`src/hw/imras_pkg.sv`:
```
// =====================================================================
// Shared constants and carriers for the receive/ack/stop sequencer
package imras_pkg;

  // ===================================================================
  // Control register two bit positions
  localparam int CTRL2_STOP_EN_BIT = 2;
  localparam int CTRL2_RCV_EN_BIT  = 3;
  localparam int CTRL2_ACK_EN_BIT  = 4;
  localparam int CTRL2_W           = 8;

  // ===================================================================
  // Status register bit positions
  localparam int STAT_BUF_FULL_BIT = 0;
  localparam int STAT_STOP_DET_BIT = 4;
  localparam int STAT_W            = 8;

  // ===================================================================
  // Data and baud widths
  localparam int BYTE_W            = 8;
  localparam int BAUD_REG_W        = 8;
  localparam int BAUD_FIELD_W      = 7;
  localparam int BIT_CNT_W         = 4;

  // Last bit index of a byte, counted from zero
  localparam logic [BIT_CNT_W-1:0] LAST_BIT_IDX = 4'h7;

  // ===================================================================
  // Reset values
  localparam logic [BYTE_W-1:0]    RST_BYTE    = 8'h00;
  localparam logic [BIT_CNT_W-1:0] RST_BIT_CNT = 4'h0;

  // ===================================================================
  // Sequencer states, one-hot
  typedef enum logic [10:0] {
    S_IDLE     = 11'h001,
    S_RX_LOW   = 11'h002,
    S_RX_HIGH  = 11'h004,
    S_ACK_LOW  = 11'h008,
    S_ACK_WAIT = 11'h010,
    S_ACK_HIGH = 11'h020,
    S_STP_SDA  = 11'h040,
    S_STP_LOW  = 11'h080,
    S_STP_SCLH = 11'h100,
    S_STP_DET  = 11'h200,
    S_STP_END  = 11'h400
  } imras_fsm_type;

  // ===================================================================
  // Software command strobes for the control register two bits
  typedef struct packed {
    logic rcv_set;
    logic ack_set;
    logic stop_set;
    logic ack_data;
  } imras_cmd_type;

  // Software access strobes for buffer and flags
  typedef struct packed {
    logic buf_wr;
    logic buf_rd;
    logic write_collision_flag_clr;
    logic ovf_clr;
    logic irq_clr;
  } imras_sw_type;

  // Status flags
  typedef struct packed {
    logic buffer_full;
    logic receive_overflow;
    logic write_collision;
    logic serial_irq;
    logic stop_detected;
  } imras_flags_type;

endpackage

```
`src/hw/imras_brg.sv`:
```
`timescale 1ns/1ps
// =====================================================================
// Baud rate generator: reloadable down counter with rollover tick
module imras_brg #(
  parameter int BAUD_W = 7
) (
  input  wire logic              i_clk,
  input  wire logic              i_reset,
  input  wire logic              i_load,
  input  wire logic              i_run,
  input  wire logic [BAUD_W-1:0] i_reload,
  output logic                   o_tick
);

  typedef struct packed {
    logic [BAUD_W-1:0] cnt;
  } imras_brg_state_type;

  imras_brg_state_type st_r;
  imras_brg_state_type st_nxt;

  // ===================================================================
  // Elaboration check
  initial begin
    if (BAUD_W < 1 || BAUD_W > 16) begin
      $error("imras_brg: BAUD_W must be 1 to 16");
    end
  end

  // Load wins over run, so a restart never emits a stale tick
  assign o_tick = i_run && !i_load && (st_r.cnt == '0);

  // Next count: a period is reload plus one cycles
  always_comb begin
    st_nxt = st_r;
    if (i_load) begin
      st_nxt.cnt = i_reload;
    end else if (i_run) begin
      if (st_r.cnt == '0) begin
        st_nxt.cnt = i_reload;
      end else begin
        st_nxt.cnt = st_r.cnt - 1'b1;
      end
    end
  end

  // State register
  always_ff @(posedge i_clk or posedge i_reset) begin
    if (i_reset) begin
      st_r <= '0;
    end else begin
      st_r <= st_nxt;
    end
  end

endmodule

```
`src/hw/imras_top.sv`:
```
`timescale 1ns/1ps
// What this block does
// RULE1: Setting receive enable, control two bit 3, starts a one-byte receive.
// RULE2: Receive enable writes are ignored unless the port is idle.
// RULE3: In receive, SCL toggles each baud rollover; sampled SDA shifts in.
// RULE4: After eighth falling edge, receive enable clears, shift copies to buffer.
// RULE5: Byte done sets interrupt, stops baud, holds SCL low, goes idle.
// RULE6: Buffer full sets when a byte enters buffer, clears on buffer read.
// RULE7: Overflow sets when a byte completes while buffer full is still set.
// RULE8: Buffer write during receive sets write collision, buffer unchanged.
// RULE9: Ack enable, bit 4, pulls SCL low and drives ack data on SDA.
// RULE10: Software clears ack data for ACK, sets it for NACK, beforehand.
// RULE11: Ack sequence counts one baud period, then releases SCL.
// RULE12: Ack high phase timed only after SCL sampled high, then SCL low.
// RULE13: After ack pulse, ack enable clears, baud stops, port goes idle.
// RULE14: Buffer write during ack sets write collision, buffer unchanged.
// RULE15: SCL stays held low after a receive or ack until the next sequence starts; a stop leaves it released.
// RULE16: Stop enable, bit 2, starts a stop sequence by driving SDA low.
// RULE17: Once SDA sampled low in stop, baud reloads and counts to zero.
// RULE18: On stop timeout SCL releases; one baud period later SDA releases.
// RULE19: Stop detected, status bit 4, sets on SDA high while SCL high.
// RULE20: One baud period after stop detect, stop enable clears, irq sets.
// RULE21: Buffer write during stop sets write collision and is ignored.
// RULE22: Every baud reload uses the low seven bits of the baud register.
// RULE23: Software alone clears write collision; hardware never does.
// RULE24: Only one of receive, ack, stop runs at a time, from idle.
module imras_top #(
  parameter int BAUD_W = imras_pkg::BAUD_FIELD_W
) (
  input  wire logic                                I_CLK,
  input  wire logic                                I_RESET,
  input  wire imras_pkg::imras_cmd_type            I_CMD,
  input  wire imras_pkg::imras_sw_type             I_SW,
  input  wire logic [imras_pkg::BYTE_W-1:0]        I_BUF_WDATA,
  input  wire logic [imras_pkg::BAUD_REG_W-1:0]    I_BAUD_REG,
  input  wire logic                                I_SCL_IN,
  input  wire logic                                I_SDA_IN,
  output logic                                     O_SCL_OUT,
  output logic                                     O_SCL_OE_N,
  output logic                                     O_SDA_OUT,
  output logic                                     O_SDA_OE_N,
  output logic [imras_pkg::BYTE_W-1:0]             O_BUF_DATA,
  output imras_pkg::imras_flags_type               O_FLAGS,
  output logic [imras_pkg::CTRL2_W-1:0]            O_CTRL_TWO,
  output logic [imras_pkg::STAT_W-1:0]             O_STATUS
);

  // ===================================================================
  // Elaboration check
  initial begin
    // A reload field wider than the register has no bits to feed it
    if (BAUD_W < 1 || BAUD_W > imras_pkg::BAUD_REG_W) begin
      $error("imras_top: BAUD_W must fit the baud reload register");
    end
  end

  // ===================================================================
  // State carrier
  typedef struct packed {
    imras_pkg::imras_fsm_type               fsm;
    logic                                   scl_s1;
    logic                                   scl_s2;
    logic                                   sda_s1;
    logic                                   sda_s2;
    logic [imras_pkg::BYTE_W-1:0]           shift;
    logic [imras_pkg::BIT_CNT_W-1:0]        bit_cnt;
    logic [imras_pkg::BYTE_W-1:0]           buf_data;
    imras_pkg::imras_flags_type             flags;
    logic                                   rcv_en;
    logic                                   ack_en;
    logic                                   stop_en;
    logic                                   scl_oe_n;
    logic                                   sda_oe_n;
    logic                                   scl_out;
    logic                                   sda_out;
  } imras_state_type;

  imras_state_type              st_r;
  imras_state_type              st_nxt;
  logic                         brg_load;
  logic                         brg_run;
  logic                         brg_tick;
  logic                         busy;
  logic [BAUD_W-1:0]            baud_reload;
  logic [imras_pkg::BYTE_W-1:0] shift_in;

  // ===================================================================
  // Baud rate generator
  // Reload taken from the low bits of the baud register [RULE22]
  assign baud_reload = I_BAUD_REG[BAUD_W-1:0];

  imras_brg #(
    .BAUD_W   (BAUD_W)
  ) u_brg (
    .i_clk    (I_CLK),
    .i_reset  (I_RESET),
    .i_load   (brg_load),
    .i_run    (brg_run),
    .i_reload (baud_reload),
    .o_tick   (brg_tick)
  );

  // Decoded from state, so a write in a start cycle still lands
  // Busy means a sequence owns the bus; starts need idle [RULE2]
  assign busy     = (st_r.fsm != imras_pkg::S_IDLE);
  // Shift value with the freshly sampled bit appended, MSB first
  // Shared by shift and buffer load so both see the same last bit
  assign shift_in = {st_r.shift[imras_pkg::BYTE_W-2:0], st_r.sda_s2};

  // ===================================================================
  // Next state
  always_comb begin
    st_nxt   = st_r;
    brg_load = 1'b0;
    brg_run  = 1'b0;

    // Pins pass two flops; only the second stage is read below
    // Stage one feeds stage two only; it may still be metastable
    st_nxt.scl_s1 = I_SCL_IN;
    st_nxt.scl_s2 = st_r.scl_s1;
    st_nxt.sda_s1 = I_SDA_IN;
    st_nxt.sda_s2 = st_r.sda_s1;

    // Software clears first, so hardware sets below win a tie
    if (I_SW.buf_rd) begin
      st_nxt.flags.buffer_full = 1'b0;                     // [RULE6]
    end
    if (I_SW.ovf_clr) begin
      st_nxt.flags.receive_overflow = 1'b0;
    end
    if (I_SW.write_collision_flag_clr) begin
      st_nxt.flags.write_collision = 1'b0;                 // [RULE23]
    end
    if (I_SW.irq_clr) begin
      st_nxt.flags.serial_irq = 1'b0;
    end

    // Buffer writes are refused while any sequence runs
    if (I_SW.buf_wr) begin
      if (busy) begin
        st_nxt.flags.write_collision = 1'b1;    // [RULE8] [RULE14] [RULE21]
      end else begin
        st_nxt.buf_data = I_BUF_WDATA;
      end
    end

    unique case (st_r.fsm)
      // Idle: SCL keeps whatever the last sequence left [RULE15]
      imras_pkg::S_IDLE: begin
        // Priority receive, ack, stop; losers dropped [RULE24]
        if (I_CMD.rcv_set) begin
          st_nxt.rcv_en              = 1'b1;                 // [RULE1]
          st_nxt.scl_oe_n            = 1'b0;
          st_nxt.sda_oe_n            = 1'b1;
          st_nxt.bit_cnt             = imras_pkg::RST_BIT_CNT;
          st_nxt.flags.stop_detected = 1'b0;
          st_nxt.fsm                 = imras_pkg::S_RX_LOW;
          brg_load                   = 1'b1;
        end else if (I_CMD.ack_set) begin
          // Released SDA sends NACK, driven low sends ACK
          st_nxt.ack_en              = 1'b1;                 // [RULE9]
          st_nxt.scl_oe_n            = 1'b0;
          st_nxt.sda_oe_n            = I_CMD.ack_data;       // [RULE10]
          st_nxt.flags.stop_detected = 1'b0;
          st_nxt.fsm                 = imras_pkg::S_ACK_LOW;
          brg_load                   = 1'b1;
        end else if (I_CMD.stop_set) begin
          st_nxt.stop_en             = 1'b1;
          st_nxt.sda_oe_n            = 1'b0;                 // [RULE16]
          st_nxt.fsm                 = imras_pkg::S_STP_SDA;
        end
      end

      // Receive low phase: rollover releases SCL
      imras_pkg::S_RX_LOW: begin
        brg_run = 1'b1;
        if (brg_tick) begin
          st_nxt.scl_oe_n = 1'b1;                            // [RULE3]
          st_nxt.fsm      = imras_pkg::S_RX_HIGH;
        end
      end

      // Receive high phase: sample at its end, then pull SCL low
      imras_pkg::S_RX_HIGH: begin
        brg_run = 1'b1;
        if (brg_tick) begin
          st_nxt.shift    = shift_in;                        // [RULE3]
          st_nxt.scl_oe_n = 1'b0;
          st_nxt.bit_cnt  = st_r.bit_cnt + 1'b1;
          if (st_r.bit_cnt == imras_pkg::LAST_BIT_IDX) begin
            // A read in this cycle counts as having emptied the buffer
            if (st_nxt.flags.buffer_full) begin
              st_nxt.flags.receive_overflow = 1'b1;          // [RULE7]
            end
            st_nxt.rcv_en            = 1'b0;                 // [RULE4]
            st_nxt.buf_data          = shift_in;             // [RULE4]
            st_nxt.flags.buffer_full = 1'b1;                 // [RULE6]
            st_nxt.flags.serial_irq  = 1'b1;                 // [RULE5]
            st_nxt.fsm               = imras_pkg::S_IDLE;    // [RULE5]
          end else begin
            st_nxt.fsm = imras_pkg::S_RX_LOW;
          end
        end
      end

      // Ack low phase: one period, then release SCL
      imras_pkg::S_ACK_LOW: begin
        brg_run = 1'b1;
        if (brg_tick) begin
          st_nxt.scl_oe_n = 1'b1;                            // [RULE11]
          st_nxt.fsm      = imras_pkg::S_ACK_WAIT;
        end
      end

      // A slave may stretch SCL; timing waits for real high
      // No timeout: a slave that never lets SCL go stalls the port
      imras_pkg::S_ACK_WAIT: begin
        if (st_r.scl_s2) begin
          brg_load   = 1'b1;                                 // [RULE12]
          st_nxt.fsm = imras_pkg::S_ACK_HIGH;
        end
      end

      // Ack high phase: one period, then SCL low and done
      imras_pkg::S_ACK_HIGH: begin
        brg_run = 1'b1;
        if (brg_tick) begin
          st_nxt.scl_oe_n = 1'b0;                            // [RULE12]
          st_nxt.sda_oe_n = 1'b1;
          st_nxt.ack_en   = 1'b0;                            // [RULE13]
          st_nxt.fsm      = imras_pkg::S_IDLE;               // [RULE13]
        end
      end

      // Stop: wait for SDA seen low before timing
      // Waiting on the pin, not a count, copes with a slow fall
      imras_pkg::S_STP_SDA: begin
        if (!st_r.sda_s2) begin
          brg_load   = 1'b1;                                 // [RULE17]
          st_nxt.fsm = imras_pkg::S_STP_LOW;
        end
      end

      // Stop: count down to zero, then release SCL
      imras_pkg::S_STP_LOW: begin
        brg_run = 1'b1;
        if (brg_tick) begin
          st_nxt.scl_oe_n = 1'b1;                            // [RULE18]
          st_nxt.fsm      = imras_pkg::S_STP_SCLH;
        end
      end

      // Stop: one period after SCL release, release SDA
      imras_pkg::S_STP_SCLH: begin
        brg_run = 1'b1;
        if (brg_tick) begin
          st_nxt.sda_oe_n = 1'b1;                            // [RULE18]
          st_nxt.fsm      = imras_pkg::S_STP_DET;
        end
      end

      // Stop: both lines seen high is the stop condition
      // A line held low by another device leaves the stop waiting
      imras_pkg::S_STP_DET: begin
        if (st_r.sda_s2 && st_r.scl_s2) begin
          st_nxt.flags.stop_detected = 1'b1;                 // [RULE19]
          brg_load                   = 1'b1;
          st_nxt.fsm                 = imras_pkg::S_STP_END;
        end
      end

      // Stop: one period later the sequence ends
      imras_pkg::S_STP_END: begin
        brg_run = 1'b1;
        if (brg_tick) begin
          st_nxt.stop_en          = 1'b0;                    // [RULE20]
          st_nxt.flags.serial_irq = 1'b1;                    // [RULE20]
          st_nxt.fsm              = imras_pkg::S_IDLE;
        end
      end

      // Corrupt one-hot code: recover to idle, lines released
      // Enables cleared too, so none reads set without a sequence
      default: begin
        st_nxt.fsm      = imras_pkg::S_IDLE;
        st_nxt.rcv_en   = 1'b0;
        st_nxt.ack_en   = 1'b0;
        st_nxt.stop_en  = 1'b0;
        st_nxt.scl_oe_n = 1'b1;
        st_nxt.sda_oe_n = 1'b1;
      end
    endcase

    // Open-drain pins only ever drive low
    // Only the enables move, so a line never sees a driven high
    st_nxt.scl_out = 1'b0;
    st_nxt.sda_out = 1'b0;
  end

  // ===================================================================
  // State register; lines released and flags clear at reset
  // Synchronisers reset to the idle high level of both lines,
  // so no false edge is seen as reset lifts
  always_ff @(posedge I_CLK or posedge I_RESET) begin
    if (I_RESET) begin
      st_r          <= '0;
      st_r.fsm      <= imras_pkg::S_IDLE;
      st_r.scl_s1   <= 1'b1;
      st_r.scl_s2   <= 1'b1;
      st_r.sda_s1   <= 1'b1;
      st_r.sda_s2   <= 1'b1;
      st_r.shift    <= imras_pkg::RST_BYTE;
      st_r.bit_cnt  <= imras_pkg::RST_BIT_CNT;
      st_r.buf_data <= imras_pkg::RST_BYTE;
      st_r.scl_oe_n <= 1'b1;
      st_r.sda_oe_n <= 1'b1;
    end else begin
      st_r <= st_nxt;
    end
  end

  // ===================================================================
  // Outputs, all straight from state flops
  assign O_SCL_OUT  = st_r.scl_out;
  assign O_SCL_OE_N = st_r.scl_oe_n;
  assign O_SDA_OUT  = st_r.sda_out;
  assign O_SDA_OE_N = st_r.sda_oe_n;
  assign O_BUF_DATA = st_r.buf_data;
  assign O_FLAGS    = st_r.flags;

  // Register images; unlisted bits read as zero
  always_comb begin
    O_CTRL_TWO = '0;
    O_CTRL_TWO[imras_pkg::CTRL2_STOP_EN_BIT] = st_r.stop_en;
    O_CTRL_TWO[imras_pkg::CTRL2_RCV_EN_BIT]  = st_r.rcv_en;
    O_CTRL_TWO[imras_pkg::CTRL2_ACK_EN_BIT]  = st_r.ack_en;
  end

  always_comb begin
    O_STATUS = '0;
    O_STATUS[imras_pkg::STAT_BUF_FULL_BIT] = st_r.flags.buffer_full;
    O_STATUS[imras_pkg::STAT_STOP_DET_BIT] = st_r.flags.stop_detected;
  end

endmodule

```
`config.mk`:
```
export PLATFORM = sky130hd
export DESIGN_NAME = imras_top
export DESIGN_NICKNAME = d
export VERILOG_FILES = /design/src/hw/imras_pkg.sv /design/src/hw/imras_brg.sv /design/src/hw/imras_top.sv
export SDC_FILE = /design/constraint.sdc
export NUM_CORES = 1
export LEC_CHECK = 0
export ABC_AREA = 0
export BUFFER_PORTS_ARGS = -buffer_cell sky130_fd_sc_hd__buf_2
export CORE_UTILIZATION = 50
export CTS_BUF_LIST = sky130_fd_sc_hd__clkbuf_16
export CTS_CLUSTER_DIAMETER = 60
export DETAILED_ROUTE_END_ITERATION = 8
export PLACE_DENSITY = 0.74
export SYNTH_ARGS = -nofsm -noshare
export SYNTH_HDL_FRONTEND = slang
export SYNTH_SLANG_ARGS = --single-unit
```
`constraint.sdc`:
```
create_clock -name I_CLK -period 3.6 [get_ports I_CLK]
set_input_delay 0.36 -clock I_CLK [delete_from_list [all_inputs] [get_ports I_CLK]]
set_output_delay 0.36 -clock I_CLK [all_outputs]
set_load 0.05 [all_outputs]
```
## Word level (Yosys, flattened, before mapping)

Index checks and enable logic that the tools add are counted.

- Register bits: 51
- Bits in latches: 0
- Memory bits (writable): 0
- Bits in read-only memories: 0
- Input port bits: 29
- Output and inout bits: 33
- Word-level logic and storage cells: 148
- Memories kept: 0

- Add/subtract/negate cells: 2
- Multipliers: 0
- Divide/modulo/power cells: 0
- Magnitude comparators: 0
- Eq/ne operators: 33
- Shifts and indexed selects: 0
- Multiplexer cells: 64
- Bitwise logic cells: 5
- Reduce and logical (&&, ||, !) cells: 25

Operator list:

| kind | number |
|---|---|
| $mux W11 | 12 |
| $pmux W11 S10 | 1 |
| $ne A2 B2 Y1 const B | 16 |
| $mux W1 | 29 |
| $reduce_or A9 Y1 | 3 |
| $mux W7 | 3 |
| $mux W10 | 2 |
| $mux W8 | 2 |
| $mux W14 | 1 |
| $reduce_and A4 Y1 | 3 |
| $eq A11 B1 Y1 const B | 1 |
| $eq A11 B10 Y1 const B | 1 |
| $eq A11 B11 Y1 const B | 1 |
| $eq A11 B2 Y1 const B | 1 |
| $eq A11 B3 Y1 const B | 1 |
| $eq A11 B4 Y1 const B | 1 |
| $eq A11 B5 Y1 const B | 1 |
| $eq A11 B6 Y1 const B | 1 |
| $eq A11 B7 Y1 const B | 1 |
| $eq A11 B8 Y1 const B | 1 |
| $eq A11 B9 Y1 const B | 1 |
| $ne A11 B1 Y1 const B | 1 |
| $reduce_and A10 Y1 | 1 |
| $reduce_and A5 Y1 | 2 |
| other kinds (25) | 42 |

## Logic depth before layout (Yosys ltp)

Gate-level depths: netlist of the first run.

- Word-level depth: 8
- Depth in mapped cells: 8
- Mapped depth without buffers: 7

## By module

From an unflattened synthesis of the first run, not the netlist that was laid out.

- Cell total of the unflattened synthesis: 369
- Area, all modules: 3298.2 µm²

By module, submodules not included:

| module | instances | cells an instance | area an instance (µm²) |
|---|---|---|---|
| imras_top | 1 | 315 | 2803.9 |
| imras_brg | 1 | 54 | 494.2 |

## Worst setup path before layout of the first run

OpenSTA, ideal clock, no wires.

- Kind: reg2reg
- Start: reg st_r[37] (netlist name)
- End: reg st_r[44] (netlist name)
- Library setup time: 0.125 ns
- Arrival time: 2.012 ns
- Path slack: 1.463 ns
- Cell stages (with the launch flop): 8
- Buffers on the path: 1
- Period minus slack after synthesis: 2.137 ns
- Cells stage by stage: dfrtp_1 > buf_6 > or4_4 > nor3_4 > nor2_1 > o2111a_2 > nand2_4 > mux2_4

- Cells in the longest elaborated chain, start to end: 7

RTL lines:

| item | line | text |
|---|---|---|
| from (decl) | imras_top.sv:78 | `imras_state_type st_r;` |
| from (signal assigned) | imras_top.sv:318 | `st_r <= st_nxt;` |
| $eq A11 B11 Y1 (tied with other cells) | imras_top.sv:147 | `unique case (st_r.fsm)` |
| $reduce_or A7 Y1 (no line) / $pmux W1 S4 (equally long branches) | - |  |
| $mux W1 / $logic_not A1 Y1 (equally long branches) | imras_top.sv:147, imras_brg.sv:31 |  |
| $logic_and A1 B1 Y1 (2 in series) | imras_brg.sv:31 | `assign o_tick = i_run && !i_load && (st_r.cnt == '0);` |
| $ne A2 B2 Y1 (no line) / $ne A2 B1 Y1 (equally long branches) | - |  |
| $reduce_and A10 Y1 (no line) | - |  |

Parallel ways exist; a longest one is shown, timed or not.
A chain may end at the register's enable or synchronous reset.

## Worst setup path in the final report of the first run

- Start: reg st_r[44] (netlist name)
- End: reg u_brg.st_r[3] (netlist name)

- Cells in the longest elaborated chain, start to end: 4

RTL lines:

| item | line | text |
|---|---|---|
| $eq A11 B11 Y1 (tied with other cells) | imras_top.sv:147 |  |
| $reduce_or A7 Y1 (no line) | - |  |
| $mux W1 | imras_top.sv:147 |  |
| $reduce_bool A2 Y1 (no line) | - |  |
| to (signal assigned) | imras_brg.sv:52 | `st_r <= st_nxt;` |
| to (decl) | imras_brg.sv:19 | `imras_brg_state_type st_r;` |

Parallel ways exist; a longest one is shown, timed or not.

==> results of run 1 <==
[flip-flops by register name, indices dropped and copies added (netlist names)]
| name | cells |
|---|---|
| O_SDA_OE_N | 1 |
| O_BUF_DATA | 8 |
| O_SCL_OE_N | 1 |
| O_CTRL_TWO | 3 |
| st_r | 16 |
| O_FLAGS | 5 |
| u_brg.st_r | 7 |
| st_nxt | 2 |
| shift_in | 8 |
[critical path, cell delays in order (launching register included)]
cell and delay (ns):
dfrtp_1 0.45, nor3_2 0.47, buf_4 0.24, nand3_1 0.15
o22a_1 0.30, nand3_2 0.28, mux2_2 0.37, a22o_1 0.18
[cell usage after synthesis (3+ instances only)]
master,number
dfrtp_1,44
dfstp_2,7
buf_2,3
a21oi_1,14
nand4_1,6
nor2_1,26
mux2i_1,17
a22oi_2,3
buf_4,31
o21ai_2,5
nor3_1,5
mux2_2,10
ha_1,3
nor4b_1,7
o21ai_0,10
nor4_4,3
o21ai_1,3
and3_1,6
nand2_1,19
clkbuf_1,3
inv_1,14
nand3_1,9
[logic make-up (layout without fill, tap and decap cells)]
group / count (synthesis) / in the layout
XOR/XNOR: 2 / 2
other: 1 / 13
multiplexers: 30 / 30
AO/OA/AOI/OAI: 57 / 57
buffers and inverters: 55 / 73
AND/OR/NAND/NOR: 107 / 107
flip-flops: 51 / 51
adder cells (fa/ha/maj): 3 / 3
[power by group through the flow]
stage	logic, mW	registers, mW	clock network (mW)
3_3_place_gp	1.58	0.884	0
6_report	1.61	0.882	0.536
4_1_cts	1.62	0.882	0.543
3_5_place_dp	1.61	0.893	0
2_1_floorplan	1.47	0.886	0
5_1_grt	1.76	0.904	0.569
[final cells by class]
class | count | area (um2)
clock buffer | 5 | 125
sequential | 51 | 1280
timing repair buffer | 51 | 265
tap | 75 | 93.8
clock inverter | 3 | 42.5
fill | 554 | 2570
inverter | 14 | 52.6
multi-input combinational | 212 | 1520
[per-stage QoR]
step / power (mW) / cell area [um2] / hold WS [ns] / setup slack (ns) / instances
after CTS: 3.04 / 3380 / 0.163 / 1.05 / 411
after detailed placement: 2.50 / 3220 / 0.349 / 1.06 / 403
after global routing: 3.23 / 3380 / 0.157 / 0.853 / 411
after floorplan: 2.35 / 3170 / 0.345 / 1.46 / 318
final: 3.03 / 3380 / 0.165 / 1.04 / 411
after global placement: 2.46 / 3220 / 0.346 / 1.11 / 403
[how the worst min path moves through the flow]
stage,startpoint,endpoint,slack (ns),cells past startpoint
floorplan,st_nxt[32]$_DFF_PP1_,shift_in[0]$_DFF_PP1_,0.35,0
global placement,st_nxt[32]$_DFF_PP1_,shift_in[0]$_DFF_PP1_,0.35,0
detailed placement,st_nxt[32]$_DFF_PP1_,shift_in[0]$_DFF_PP1_,0.35,0
CTS,I_SDA_IN,st_nxt[32]$_DFF_PP1_,0.16,1
global route,I_SDA_IN,st_nxt[32]$_DFF_PP1_,0.16,1
finish,I_SCL_IN,st_nxt[34]$_DFF_PP1_,0.17,1
[placed cells by master (no fill, tap or decap), types with 4 or more instances in the layout]
cell        n
conb_1     13
dfrtp_1    44
dfstp_2     7
buf_4       4
mux2i_1    17
nor2_1     26
o21ai_2     5
o21ai_0    10
a21oi_1    14
clkbuf_16   5
nand2_1    19
buf_2      47
nor4b_1     7
nor3_1      5
nand3_1     9
and3_1      6
inv_1      13
mux2_2     10
nand4_1     6
[routing by layer]
layer | vias to the layer above | track usage [%]
li1 | 1119 | -
met1 | 1137 | 26.3
met2 | 58 | 35.8
met3 | 14 | 3.93
met4 | 0 | 8.21
met5 | - | 0
==> impl_metrics.tcl, run 1 <==
set metrics [dict create \
    status "finished clean" \
    worstSetupPathType "reg2reg" \
    hold_path.class "in2reg" \
    grt_max_degree 52 \
    area_delta_synth_final_pct 8.42 \
    r2r_slack_ns 1.04 \
    drv_slew 0 \
    synthMuxAreaShare_pct 10.4 \
    final_net_count 367 \
    hold_viol_final 0 \
    syn_area_um2 3120 \
    rr_worst_depth 7 \
    clockBufferDepth 2 \
    n_antenna_cell 0 \
    p_per_area_nw_per_um2 894 \
    fp.dieW_um 81.0 \
    combPwrFrac_pct 53.2 \
    synthSimpleGateAreaFrac_pct 21.9 \
    antenna_found_initial 0 \
    start_kind "register" \
    leakage_nw 1.67 \
    rsz0062_at_grt "no" \
    worstMarginPinSlew_ns 1.04 \
    vias 2328 \
    peakVddDrop_mv 0.430 \
    cp_data_arrival_time_ns 2.74 \
    ys_types 65 \
    met3_length_um 276 \
    initial_utilization_pct 52.4 \
    cts_resized 0 \
    clockPowerShare_pct 17.7 \
    endpoint_kind "register" \
    rows 28 \
    gp_congestion 0.876 \
    ys_async_sr_fraction_pct 100 \
    h-tree-depth 2 \
    clkSinkCount 51 \
    ios 62 \
    clock_latency_ns 0.29 \
    grt_pass1_vias 2214 \
    synth-edff-count 0 \
    grt_use_total_pct 21.1 \
    cts_buffers 5 \
    synth_area_leaders "dfrtp_1 35%, buf_4 7.5%, dfstp_2 5.9%" \
    setup_tns_ns 0 \
    maxCapViolations 0 \
    clk_pin_slew_ns 0.07 \
    wl_met2_um 3220 \
    cts_tree "built" \
    hpwl_um 4640 \
    drt_iter0_markers 199 \
    yosysWarnings 0 \
    synth-xor-area-share_pct 0.561 \
    wl_met1_um 2590 \
    setup_viol 0 \
    synth_compound_area_share_pct 13.1 \
    overflow 0 \
    die_area_um2 6560 \
    syn_avg_cell_area_um2 10.2 \
    intPower_mw 1.66 \
    cts_root_buf "clkbuf_16" \
    max_freq_mhz 391 \
    worst-path-max-fanout 11 \
    r2r_start "st_r[44]$_DFFE_PP0P_" \
    numPortBuffers 47 \
    fin_util_pct 56.8 \
    netlist.area_leader.share_pct 35.3 \
    p_switching_mw 1.37 \
    antenna_left 0 \
    via_per_inst 5.66 \
    routed.top_layer "met4" \
    core_um2 5960 \
    switching_share_pct 45.3 \
    r2r-end "u_brg.st_r[3]$_DFFE_PP0P_" \
    yosysTopAreaCell "dfrtp_1" \
    crit_start "st_r[44]$_DFFE_PP0P_" \
    fin_crit_sh_pct 71.1 \
    dr.pass1.iters 5 \
    die_h_um 81.0 \
    maxSlewHeadroom_pct 30.7 \
    cts_hold_buf 0 \
    drt-total-wl_um 6250 \
    cp.required_ns 3.78 \
    yosys_register_bits 51 \
    seq_power_share_pct 29.1 \
    grt_pass1_wl_um 10400 \
    synth_flop_cell "dfrtp_1" \
    crit_end "u_brg.st_r[3]$_DFFE_PP0P_" \
    drive_gt1_share_pct 31.3 \
    cts_setup_buffers 0 \
    fin_crit_ns 2.56 \
    synth_top_family_by_area "simple AND/OR/NAND/NOR gates" \
    drt-wirelength-per-cell_um 15.2 \
    drc_errors 0 \
    fin_skew_ns 0.00682 \
    synthAdderAreaFrac_pct 1.20 \
    synthCells 306 \
    yosysSeqAreaShare_pct 41.2 \
]
(Power assumes the default switching activity.)
==> run 2: changes to the inputs <==
clock period = 2.4 ns   (was 3.6 ns; I/O delays follow)
==> impl_metrics.tcl, run 2 (synthesis results as in run 1) <==
set metrics [dict create \
    drc_errors 0 \
    n_antenna_cell 0 \
    post_dp_cell_area_um2 3380 \
    clockBufferDepth 2 \
    switching_share_pct 44.1 \
    instances_no_fill 430 \
    min_path_cells 1 \
    drt-total-wl_um 6650 \
    worstSetupPathType "reg2reg" \
    clkSinkCount 51 \
    setup_viol 0 \
    layout_commonest_cell "buf_2" \
    hold-worst-slack_ns 0.0423 \
    numPortBuffers 47 \
    cts_tree "built" \
    registers.top_by_ff_count "st_r" \
    drive_gt1_share_pct 34.9 \
    gr-max-usage-layer "met2" \
    seq_power_share_pct 27.2 \
    status "finished clean" \
    drv_slew 0 \
    worstMarginPinSlew_ns 0.863 \
    dr.pass1.iters 5 \
    peakVddDrop_mv 0.946 \
    largest_reg_flops 16 \
    worst-path-max-fanout 6 \
    gp_congestion 0.878 \
    layout_common_cells "47 x buf_2, 44 x dfrtp_1, 26 x nor2_1, 21 x buf_4, 19 x nand2_1" \
    cp.required_ns 2.62 \
    h-tree-depth 2 \
    cts_hold_buf 0 \
    core_um2 5960 \
    antenna_left 0 \
    vias 2368 \
    hold_path.class "in2reg" \
    rows 28 \
    ios 62 \
    cts_root_buf "clkbuf_16" \
    dp.cells 422 \
    maxSlewHeadroom_pct 42.4 \
    combPwrFrac_pct 56.4 \
    gr-usage-met3_pct 4.04 \
    rr_worst_depth 6 \
    fin_crit_ns 2.27 \
    cts_buffers 5 \
    worst-path-stages 6 \
    start_kind "register" \
    use_met2_pct 36.5 \
    die_area_um2 6560 \
    path_cells "or4_4 > nor3_2 > and3b_1 > o21ai_0 > nand4_1 > mux2_2" \
    postLayoutCellArea_um2 3550 \
    clock_latency_ns 0.29 \
    rsz0062_at_grt "no" \
    fin_skew_ns 0.00895 \
    drt_iter0_markers 148 \
    hpwl_um 5050 \
    final_net_count 386 \
    endpoint_kind "register" \
    area_delta_synth_final_pct 13.7 \
    critPathTopFamily "simple AND/OR/NAND/NOR gates" \
    fp.dieW_um 81.0 \
    grt_use_total_pct 21.3 \
    path_buf_inv 0 \
    max_freq_mhz 441 \
    intPower_mw 2.72 \
    p_switching_mw 2.15 \
    initial_utilization_pct 52.4 \
    cp_slowest_cell "or4_4" \
    clk_pin_slew_ns 0.06 \
    drt-wirelength-per-cell_um 15.5 \
    cp_data_arrival_time_ns 2.48 \
    fin_crit_sh_pct 94.4 \
    p_per_area_nw_per_um2 1370 \
    via_per_inst 5.51 \
    setup_tns_ns 0 \
    leakage_nw 1.77 \
    overflow 0 \
    grt_pass1_vias 2241 \
    antenna_found_initial 0 \
    power_mw 4.87 \
    maxCapViolations 0 \
    hold_viol_final 0 \
    met1_usage_pct 26.9 \
    die_h_um 81.0 \
    grt_max_degree 43 \
    cts_setup_buffers 0 \
    slowest_delay_ns 0.62 \
    cts_resized 0 \
    grt_pass1_wl_um 10500 \
    clockPowerShare_pct 16.4 \
]
==> run 2: cell types whose count changed in the layout (fill, tap and decap cells not counted) <==
cell,delta
clkinvlp_4,+1
clkinv_1,-1
buf_12,+2
buf_4,+17
inv_6,-1
inv_1,+1
==> run 2: final timing paths <==
path | startpoint | end | slack (ns)
worst max-delay path | st_r[41]$_DFFE_PP0P_ | O_SDA_OE_N$_DFFE_PP1P_ | 0.13
worst min-delay path | I_SDA_IN | st_nxt[32]$_DFF_PP1_ | 0.04
worst max register to register | st_r[41]$_DFFE_PP0P_ | O_SDA_OE_N$_DFFE_PP1P_ | 0.13
worst min register to register | st_nxt[32]$_DFF_PP1_ | shift_in[0]$_DFF_PP1_ | 0.36
max in group asynchronous | I_RESET | u_brg.st_r[5]$_DFFE_PP0P_ | 1.64
min in group asynchronous | I_RESET | shift_in[4]$_DFFE_PP0P_ | 0.13
==> run 2: metal layers <==
metal / routed length, um / share of wire, %
met3: 265 / 4.0
met5: 0 / 0
met1: 2930 / 44
met4: 108 / 1.6
met2: 3350 / 50
==> run 2: area by class of cell <==
cell class	count	area (um2)
Inverter	14	52.6
Multi-Input combinational cell	212	1520
Timing Repair Buffer	70	433
Clock inverter	3	41.3
Sequential cell	51	1280
Fill cell	509	2400
Clock buffer	5	125
Tap cell	75	93.8
==> run 2: per-stage QoR <==
step / utilization, % / setup WS (ns)
after detailed placement: 56.8 / 0.157
after CTS: 59.6 / 0.143
final: 59.6 / 0.135
after floorplan: - / 0.263
after global routing: 59.6 / 0.0347
after global placement: 56.8 / 0.180
==> run 2: power groups by stage <==
stage,Combinational (mW),Clock [mW],Sequential [mW]
CTS,2.76,0.810,1.32
global placement,2.67,0,1.32
floorplan,2.20,0,1.33
finish,2.74,0.800,1.33
detailed placement,2.73,0,1.34
global route,2.96,0.842,1.35
==> run 2: worst reg2reg max path, stage by stage (launching register included) <==
cell and delay [ns]:
dfrtp_1 0.45, or4_4 0.62, nor3_2 0.28, and3b_1 0.27, o21ai_0 0.10, nand4_1 0.14, mux2_2 0.34
